### src/shared/spp_map.svh
// Register offsets, field positions and reset values of the serial port
`ifndef SPP_MAP_SVH
`define SPP_MAP_SVH
// ----------------------------------------
// Byte offsets on the register bus
// ----------------------------------------
`define SPP_OFS_DATA 4'h0
`define SPP_OFS_CTRL 4'h4
`define SPP_OFS_CSR 4'h8
// ----------------------------------------
// Control register fields
// ----------------------------------------
`define SPP_CR_IE 7
`define SPP_CR_EN 6
`define SPP_CR_R2 5
`define SPP_CR_MS 4
`define SPP_CR_CPOL 3
`define SPP_CR_CPHA 2
`define SPP_CR_R1 1
`define SPP_CR_R0 0
// ----------------------------------------
// Reset values and timing
// ----------------------------------------
`define SPP_CTRL_RST 8'h00
`define SPP_CSR_RST 8'h00
`define SPP_DIV_BASE 8'h02
`define SPP_BITS 4'h8
`endif

### src/shared/spp_pkg.sv
// Types shared by the serial port modules
package spp_pkg;
    typedef enum logic [1:0] {SPP_IDLE = 2'b01, SPP_RUN = 2'b10} spp_state_e;

    typedef struct packed {
        spp_state_e st;
        logic [7:0] sh;
        logic samp;
        logic pend;
        logic [3:0] cnt;
        logic [7:0] div;
        logic sck;
        logic done;
        logic [7:0] rx;
    } spp_eng_s;

    typedef struct packed {
        logic [3:0] s1;
        logic [3:0] s2;
        logic [7:0] ctrl;
        logic transfer_done_flag;
        logic write_collision_flag;
        logic overrun_flag;
        logic master_fault_flag;
        logic od;
        logic se;
        logic sl;
        logic armed;
        logic marmed;
        logic ack;
        logic irq;
        logic [7:0] rd;
        logic [7:0] rxbuf;
    } spp_regs_s;
endpackage

### src/shared/spp_if.sv
// Link between the register block and the shift engine
`timescale 1ns/10ps
interface spp_if;
    logic master;
    logic cpol;
    logic cpha;
    logic active;
    logic load;
    logic sck_in;
    logic din;
    logic [2:0] rate;
    logic [7:0] ld_data;
    logic busy;
    logic done;
    logic sck_out;
    logic dout;
    logic [7:0] rx;
    modport ctl (output master, cpol, cpha, active, load, sck_in, din,
        rate, ld_data, input busy, done, sck_out, dout, rx);
    modport eng (input master, cpol, cpha, active, load, sck_in, din,
        rate, ld_data, output busy, done, sck_out, dout, rx);
endinterface

### src/hw/spp_engine.sv
// Shift engine: clock generation, edge detection, 8-bit shifting
`timescale 1ns/10ps
`include "spp_map.svh"
module spp_engine
(
    // Clock and reset
    input wire logic mclk,
    input wire logic rst,
    // Control side
    spp_if.eng e
);
    import spp_pkg::*;

    spp_eng_s s;
    spp_eng_s n;
    logic ev;
    logic lead;
    logic smp;
    logic shf;
    logic [7:0] lim;

    // ----------------------------------------
    // Next state
    // ----------------------------------------
    always_comb
    begin
        n = s;
        n.done = 1'b0;
        ev = 1'b0;
        lead = 1'b0;
        // Wraps to 8'hff at the slowest rate on purpose
        lim = (`SPP_DIV_BASE << e.rate) - 8'h01;
        if (e.master)
        begin
            if (s.st == SPP_RUN)
            begin
                if (s.div == lim)
                begin
                    n.div = 8'h00;
                    n.sck = ~s.sck;
                    ev = 1'b1;
                    lead = (s.sck == e.cpol);
                end
                else
                    n.div = s.div + 8'h01;
            end
            else
            begin
                n.sck = e.cpol;
                n.div = 8'h00;
            end
        end
        else if (!e.active)
        begin
            // Parked at idle level so a later master start shows no glitch
            n.sck = e.cpol;
        end
        else
        begin
            n.sck = e.sck_in;
            ev = e.active && (e.sck_in != s.sck);
            lead = (s.sck == e.cpol);
        end
        // Master samples a cycle late: its data input lags two flops
        n.pend = e.master && ev && (lead ^ e.cpha);
        smp = e.master ? s.pend : ev && (lead ^ e.cpha);
        shf = ev && !(lead ^ e.cpha);
        if (smp)
        begin
            n.samp = e.din;
            n.cnt = s.cnt + 4'h1;
            if (e.cpha && s.cnt == `SPP_BITS - 4'h1)
            begin
                n.done = 1'b1;
                n.rx = {s.sh[6:0], e.din};
                n.sh = {s.sh[6:0], e.din};
                n.cnt = 4'h0;
            end
        end
        if (shf && (!e.cpha || s.cnt != 4'h0))
        begin
            n.sh = {s.sh[6:0], s.samp};
            if (!e.cpha && s.cnt == `SPP_BITS)
            begin
                n.done = 1'b1;
                n.rx = {s.sh[6:0], s.samp};
                n.cnt = 4'h0;
            end
        end
        if (n.done && e.master)
            n.st = SPP_IDLE;
        if (e.load && !e.busy)
        begin
            n.sh = e.ld_data;
            n.cnt = 4'h0;
            n.div = 8'h00;
            n.st = SPP_RUN;
        end
        if (!e.active)
        begin
            n.st = SPP_IDLE;
            n.cnt = 4'h0;
        end
        else if (!e.master)
            n.st = SPP_RUN;
    end

    always_ff @(posedge mclk or posedge rst)
    begin
        if (rst)
            s <= '{st: SPP_IDLE, default: '0};
        else
            s <= n;
    end

    assign e.busy = (s.st == SPP_RUN) && (e.master || s.cnt != 4'h0);
    assign e.done = s.done;
    assign e.rx = s.rx;
    assign e.sck_out = s.sck;
    assign e.dout = s.sh[7];
endmodule // spp_engine

### src/hw/spp_top.sv
// Serial peripheral port: Avalon-MM registers, flags and pin control
// Notes on behaviour
// - Master drives SCK at programmed rate, mode
// - Idle SCK rests at the polarity level
// - Low select in master clears master and enable bits
// - Master data write loads and starts shifting
// - Completion sets done flag, interrupt if enabled
// - Master flag clears: status access, data read
// - Data writes ignored while flag unacknowledged
// - Slave data write loads shift register
// - Slave flag clears: status access, data access
// - Status register resets to zero
// - Data write during transfer flags collision
// - Byte done with flag set flags overrun
// - Select low in master flags mode fault
// - Output disable releases serial data output
// - Soft select replaces the select pin
// - Soft select level zero means selected
// - Master data write starts a byte only when idle and flag acknowledged
// - Received byte copied to read buffer
`timescale 1ns/10ps
`include "spp_map.svh"
module spp_top
(
    // Clock and reset
    input wire logic mclk,
    input wire logic rst,
    // Avalon-MM slave
    input wire logic [3:0] avs_address,
    input wire logic avs_read,
    input wire logic avs_write,
    input wire logic [31:0] avs_writedata,
    output logic [31:0] avs_readdata,
    output logic avs_waitrequest,
    // Serial pins
    input wire logic sck_in,
    output logic sck_out,
    output logic sck_oe,
    input wire logic mosi_in,
    output logic mosi_out,
    output logic mosi_oe,
    input wire logic miso_in,
    output logic miso_out,
    output logic miso_oe,
    input wire logic ss_n_in,
    // Interrupt request
    output logic irq
);
    import spp_pkg::*;

    spp_regs_s s;
    spp_regs_s n;
    spp_if e();
    logic req;
    logic acc;
    logic wr;
    logic rd_acc;
    logic sel_dat;
    logic sel_ctl;
    logic sel_csr;
    logic ssi_n;
    logic dat_clr;
    logic wr_ok;
    logic [7:0] rmux;
    logic [7:0] csr_val;

    // ----------------------------------------
    // Bus decode
    // ----------------------------------------
    // One wait state so that read data comes from a flop
    assign req = avs_read || avs_write;
    assign acc = req && s.ack;
    assign wr = acc && avs_write;
    assign rd_acc = acc && avs_read;
    assign sel_dat = (avs_address == `SPP_OFS_DATA);
    assign sel_ctl = (avs_address == `SPP_OFS_CTRL);
    assign sel_csr = (avs_address == `SPP_OFS_CSR);
    assign avs_waitrequest = req && !s.ack;
    assign avs_readdata = {24'h000000, s.rd};

    assign ssi_n = s.se ? s.sl : s.s2[0];
    assign csr_val = {s.transfer_done_flag, s.write_collision_flag, s.overrun_flag, s.master_fault_flag, 1'b0, s.od, s.se,
        s.sl};

    assign dat_clr = acc && sel_dat && s.armed &&
        (!s.ctrl[`SPP_CR_MS] || avs_read);
    assign wr_ok = wr && sel_dat && !e.busy && !(s.transfer_done_flag && !s.armed);

    always_comb
    begin
        unique case (avs_address)
            `SPP_OFS_DATA: rmux = s.rxbuf;
            `SPP_OFS_CTRL: rmux = s.ctrl;
            `SPP_OFS_CSR: rmux = csr_val;
            default: rmux = 8'h00;
        endcase
    end

    // ----------------------------------------
    // Register next state
    // ----------------------------------------
    always_comb
    begin
        n = s;
        n.s1 = {sck_in, mosi_in, miso_in, ss_n_in};
        n.s2 = s.s1;
        n.ack = req && !s.ack;
        if (req && !s.ack)
            n.rd = rmux;
        if (acc && sel_csr && (s.transfer_done_flag || s.write_collision_flag))
            n.armed = 1'b1;
        if (dat_clr)
            n.armed = 1'b0;
        n.transfer_done_flag = (s.transfer_done_flag && !dat_clr) || e.done;
        n.write_collision_flag = (s.write_collision_flag && !dat_clr) || (wr && sel_dat && e.busy);
        n.overrun_flag = (s.overrun_flag && !(rd_acc && sel_csr)) || (e.done && s.transfer_done_flag);
        n.marmed = s.master_fault_flag && ((acc && sel_ctl) ? !(wr && s.marmed) :
            s.marmed);
        n.master_fault_flag = (s.master_fault_flag && !(wr && sel_ctl && s.marmed)) ||
            (s.ctrl[`SPP_CR_MS] && !ssi_n);
        if (wr && sel_ctl)
            n.ctrl = avs_writedata[7:0];
        if (wr && sel_csr)
        begin
            n.od = avs_writedata[2];
            n.se = avs_writedata[1];
            n.sl = avs_writedata[0];
        end
        if (s.ctrl[`SPP_CR_MS] && !ssi_n)
        begin
            n.ctrl[`SPP_CR_MS] = 1'b0;
            n.ctrl[`SPP_CR_EN] = 1'b0;
        end
        if (e.done)
            n.rxbuf = e.rx;
        n.irq = s.ctrl[`SPP_CR_IE] && (s.transfer_done_flag || s.overrun_flag || s.master_fault_flag);
    end

    always_ff @(posedge mclk or posedge rst)
    begin
        if (rst)
            s <= '0;
        else
            s <= n;
    end

    // ----------------------------------------
    // Engine and pins
    // ----------------------------------------
    assign e.master = s.ctrl[`SPP_CR_MS];
    assign e.cpol = s.ctrl[`SPP_CR_CPOL];
    assign e.cpha = s.ctrl[`SPP_CR_CPHA];
    assign e.rate = {s.ctrl[`SPP_CR_R2], s.ctrl[`SPP_CR_R1],
        s.ctrl[`SPP_CR_R0]};
    assign e.active = s.ctrl[`SPP_CR_EN] && (s.ctrl[`SPP_CR_MS] || !ssi_n);
    assign e.load = wr_ok;
    assign e.ld_data = avs_writedata[7:0];
    assign e.sck_in = s.s2[3];
    assign e.din = s.ctrl[`SPP_CR_MS] ? s.s2[1] : s.s2[2];

    spp_engine u_eng
    (
        .mclk (mclk),
        .rst (rst),
        .e (e.eng)
    );

    assign sck_out = e.sck_out;
    assign sck_oe = s.ctrl[`SPP_CR_EN] && s.ctrl[`SPP_CR_MS];
    assign mosi_out = e.dout;
    assign miso_out = e.dout;
    assign mosi_oe = sck_oe && !s.od;
    assign miso_oe = s.ctrl[`SPP_CR_EN] && !s.ctrl[`SPP_CR_MS] && !ssi_n &&
        !s.od;
    assign irq = s.irq;
endmodule // spp_top

### config.mk
export PLATFORM = sky130hd
export DESIGN_NAME = spp_top
export DESIGN_NICKNAME = d
export VERILOG_FILES = /design/src/shared/spp_pkg.sv /design/src/shared/spp_if.sv /design/src/hw/spp_engine.sv /design/src/hw/spp_top.sv
export VERILOG_INCLUDE_DIRS = /design/src /design/src/shared
export SDC_FILE = /design/constraint.sdc
export NUM_CORES = 1
export LEC_CHECK = 0
export BUFFER_PORTS_ARGS = -buffer_cell sky130_fd_sc_hd__buf_2
export CAP_MARGIN = 20
export CORE_AREA = 2 2 86 88
export CTS_BUF_LIST = sky130_fd_sc_hd__clkbuf_8
export DETAILED_ROUTE_END_ITERATION = 7
export DIE_AREA = 0 0 88 90
export PLACE_DENSITY = 0.95
export SETUP_SLACK_MARGIN = 0.2
export SLEW_MARGIN = 25
export SYNTH_ARGS = -nofsm -noshare
export SYNTH_HDL_FRONTEND = slang
export SYNTH_SLANG_ARGS = --single-unit
### constraint.sdc
create_clock -name mclk -period 6.3 [get_ports mclk]
set_input_delay 1.26 -clock mclk [delete_from_list [all_inputs] [get_ports mclk]]
set_output_delay 1.26 -clock mclk [all_outputs]
set_load 0.005 [all_outputs]
* Word-level counts from Yosys, hierarchy flattened
Index checks and enable logic that the tools add are counted. Widths: inputs -> output; s select.
Storage, ports and cells: word-level logic and storage cells 161, bits in registers 77, bits of input ports 44, output and inout bits 40
Operators by class: eq/ne operators 10, add/subtract/negate cells 3, multiplexer cells 41, bitwise operators 2, reductions and logical operators 78, shift operators 1
Operators by type and width (count):
- $mux 9 | 6
- $logic_and 1x1->1 | 45
- $mux 8 | 4
- $pmux 8 s3 | 1
- $mux 4 | 5
- $mux 1 | 19
- $logic_not 1->1 | 13
- $logic_or 1x1->1 | 12
- $mux 12 | 1
- $mux 10 | 1
- $add 8x1->8 const B | 1
- $eq 4x3->1 const B | 2
- $eq 4x4->1 const B | 2
- $eq 8x8->1 | 1
- $shl 2x3->8 const A | 1
- $sub 8x1->8 const B | 1
- $mux 7 | 1
- $mux 2 | 3
- $reduce_bool 2->1 | 3
- $reduce_bool 3->1 | 2
- $add 4x1->4 const B | 1
- $logic_not 4->1 | 1
- $ne 4x4->1 const B | 1
- $reduce_bool 4->1 | 1
- 7 further kinds | 7

* Depth between registers and ports, before layout
word-level depth 17, gate-level depth with buffers 13, gate-level depth less buffers 10

* Modules after synthesis
From an unflattened synthesis, not the netlist that was laid out.
Unflattened totals: cells, all modules 390, area total of the unflattened synthesis 4224.1 sq um
Modules (own cells, without submodules):
- spp_engine | cells each 215, area each 2144.6 sq um, instances 1, sequential area each 852.1 sq um
- spp_top | cells each 175, area each 2079.5 sq um, instances 1, sequential area each 1076.0 sq um

* Worst setup path after synthesis
OpenSTA, ideal clock, no wires.
path kind input to register, start input avs_address[2], end register u_eng.s[25] (netlist bit), data required time 6.175 ns, setup slack 3.145 ns, library setup time 0.125 ns, arrival 3.031 ns, stages on the path 7, buffers on the path 0, cells stage by stage nor4_1 -> nand3_1 -> nor3_1 -> a31o_2 -> a31oi_1 -> a22o_1 -> mux2_2
On the way: cells in the longest elaborated chain, start to end 7, elaborated cells between the ends (all ways) 9, those cells by class mux: 1; reduce/logical: 8
RTL lines:
- start: declaration | line spp_top.sv:29 | input wire logic [3:0] avs_address,
- $logic_not 4->1 *
- $logic_and 1x1->1 * (3 in a row) | line spp_top.sv:87 | assign wr_ok = wr && sel_dat && !e.busy && !(s.transfer_done_flag && !s.armed);
- $logic_and 1x1->1 * | line spp_engine.sv:92 | if (e.load && !e.busy)
- $reduce_bool 3->1 (no line)
- $reduce_and 2->1 (no line)
- end signal: assignment | line spp_engine.sv:113 | s <= n;
- end: declaration | line spp_engine.sv:14 | spp_eng_s s;
Mark *: on every way between the ends. The rest lies on a longest branch, timed or not. A chain may end at the register's enable or synchronous reset.

==> flow_summary.yaml <==
clock_network:
  cts.path.max_buffers: 2
  cts_made_buffers: 9
  clock-root-buffer: "clkbuf_8"
  cts_tree: "yes"
  cts_setup_buffers: 0
  cts_hold_buf: 0
  clk_latency_ns: 0.36
  ctsResizeCount: 0
  ctsHtreeMaxLevel: 3
  clk_pin_slew_ns: 0.09
  cts_sinks: 77
detailed_routing:
  ant_nets: 0
  vias_per_cell: 5.87
  wl_um: 8760
  wire_per_inst_um: 16.7
  drt_iter0_drc: 277
  route.detailed.drc: 0
  num_vias: 3085
  first_pass_iters: 5
yosys:
  postSynthCellCount: 396
  ys_seq_area_frac: 0.463
  async_reset_ff_frac: 1.00
  synth_adder_area_share: 0.0120
  synth_compound_area_frac: 0.154
  synth_warnings: 0
  synthMuxAreaShare: 0.104
  ys_types: 60
  synth_top_area_cell: "dfrtp_1"
  syn-cell-area_mm2: 0.00416
  yosys.area_share.simple: 0.149
  synth-edff-count: 0
  synth_xor_area_frac: 0.0295
  synth.area.top_cells: "dfrtp_1 (46%), mux2_2 (8.9%), buf_4 (6.0%)"
  ys_ff_latch: 77
  netlist.area_leader.share: 0.457
  avgSynthCellArea_um2: 10.5
  synth_top_family_by_area: "compound AO/OA/AOI/OAI gates"
  synth_flop_cell: "dfrtp_1"
sta:
  worstMarginPinSlew_ns: 0.807
  fin_crit_sh: 0.570
  rsz0062_at_grt: "no"
  whs_ns: 0.355
  layout_min_cycle_time_ns: 3.59
  relSlewSlack: 0.459
  timing.fmax_ghz: 0.278
  setup_viol: 0
  fin_skew_ns: 0.0114
  hold_viol: 0
  maxSlewViolCount: 0
  finalSetupTns_ns: 0
power:
  finalPower_w: 0.00121
  p_leak_nw: 2.08
  irDropWorstVdd_mv: 0.213
  powerDensity_mw_per_mm2: 270
worst_setup_path:
  end_kind: "flop"
  startpoint_type: "flop"
  cp.required_ns: 6.55
  path_class: "reg -> reg"
  worstPathArrival_ns: 3.84
  worst-path-max-fanout: 13
placed_design:
  dp_cells: 510
  place.gp.congestion: 0.877
  io_buffers: 35
  post_dp_cell_area_mm2: 0.00427
  dp_hpwl_um: 6050
layout:
  fin_nets: 470
  final_cells: 526
  seqCellArea_mm2: 0.00193
  antenna-diode-count: 0
  fillers: 522
  syn_to_final_growth_pct: 7.27
  multi_input_area_mm2: 0.00196
  drive_gt1_frac: 0.239
  postLayoutCellArea_mm2: 0.00447
global_route:
  grt_busiest_layer: "met2"
  grt_max_degree: 78
  grt_pass1_wl_um: 14300
  grtUsageMet3: 0.0514
  grt_use_total: 0.231
  use_met2: 0.365
  overflow: 0
  gr-usage-met1: 0.311
  grt_pass1_vias: 2951
  antenna_found_initial: 0
floorplanning:
  rows: 31
  die_w_um: 88
  io_pins: 84
  dieArea_mm2: 0.00792
  core_area_mm2: 0.00702
  initial_core_util: 0.593
  die_h_um: 90
outcome:
  outcome: "finished, final reports clean"
hold_path:
  hold_class: "reg -> reg"
job:
  drv_cap: 0
-- state kept, by name, summed over array words and instances, names as in the netlist --
signal,flops
u_eng.e.dout,1
u_eng.s,23
e.sck_in,1
csr_val,7
e.master,1
s,16
u_eng.e.done,1
e.cpha,1
avs_readdata,8
u_eng.e.rx,8
e.cpol,1
n,4
e.rate,3
u_eng.e.sck_out,1
irq,1
-- synthesized netlist by cell type, types with 2 or more instances --
cell type  number
o21ai_0        21
a21o_1          5
xnor2_1         7
mux2i_1         6
xor2_1          7
clkbuf_1        5
dfrtp_1        76
nand2b_1        7
and3b_1         2
o21bai_1        2
nand4_1         3
o22ai_1         3
o31a_1          4
or3_1           4
nand3_1        10
o211ai_1        3
nor2_1         20
a31oi_1         2
a211oi_1        2
nand2_1        30
a21oi_1        16
o21a_1          2
and3_1          7
o311ai_0        2
inv_1          11
buf_4          33
nor3b_1         3
a22oi_1         2
a22o_1         15
nor2b_1         8
buf_2           8
mux2_2         33
nor4b_1         3
nor4_1          3
ha_1            4
nor3_1          3
-- layer usage --
layer  wire, µm  up-vias
li1           -     1414
met1       3790     1538
met2       4380      115
met3        416       18
met4        172        0
met5          0        -
-- worst max-delay path, cell delays in order, from the launching register on --
cell	delay, ns
dfrtp_1	0.55
or3_4	0.40
ha_1	0.32
or3b_1	0.41
a21oi_1	0.17
o31a_1	0.30
o211ai_4	0.17
a2111oi_4	0.57
nor2_2	0.23
mux2_2	0.33
-- cells by family (layout without fill, tap and decap cells) --
kind of cell / after synthesis / after routing
simple gates: 113 / 113
compound gates: 89 / 89
flops: 77 / 77
buf+inv: 59 / 67
mux: 39 / 39
xor+xnor: 14 / 14
fa+ha+maj: 4 / 4
other cells: 1 / 24
-- through the flow --
stage	utilization	worst slack, ns
after floorplan	-	3.07
after global placement	0.608	2.83
after detailed placement	0.608	2.76
after CTS	0.636	2.76
after global routing	0.636	2.57
final	0.636	2.71
-- cells in the final DEF, fill, tap and decap left out, drive strengths merged, types with 5 or more instances in the layout --
| cell type | synthesis | final |
|---|---|---|
| a21o | 5 | 5 |
| a21oi | 16 | 16 |
| a22o | 15 | 15 |
| and3 | 7 | 7 |
| buf | 43 | 40 |
| clkbuf | 5 | 9 |
| conb | 1 | 24 |
| dfrtp | 76 | 76 |
| inv | 11 | 14 |
| mux2 | 33 | 33 |
| mux2i | 6 | 6 |
| nand2 | 30 | 30 |
| nand2b | 7 | 7 |
| nand3 | 11 | 11 |
| nor2 | 21 | 21 |
| nor2b | 8 | 8 |
| o21ai | 21 | 21 |
| or3 | 5 | 5 |
| xnor2 | 7 | 7 |
| xor2 | 7 | 7 |
-- worst paths after layout --
kind | start | end | slack (ns) | cells past startpoint
min reg2reg | n[38] | e.sck_in | 0.36 | 0
max | e.rate[2] | u_eng.e.rx[4] | 2.71 | 9
max reg2reg | e.rate[2] | u_eng.e.rx[4] | 2.71 | 9
min in group asynchronous | rst | u_eng.s[20] | 1.04 | 3
max in group asynchronous | rst | u_eng.s[19] | 4.76 | 3
min | n[38] | e.sck_in | 0.36 | 0
-- layout make-up --
class | instances | share of cell area
tap | 99 | 0.0277
sequential | 77 | 0.432
clock buffer | 9 | 0.0277
timing repair buffer | 40 | 0.0485
clock inverter | 7 | 0.0154
inverter | 11 | 0.00925
multi-input combinational | 283 | 0.440
-- where the power goes --
group	internal, W	total [W]	switching [W]
sequential	0.000535	0.000606	0.0000709
combinational	0.000108	0.000243	0.000136
clock	0.000152	0.000359	0.000206
total	0.000795	0.00121	0.000413
Power figures use the tool's default switching activity.
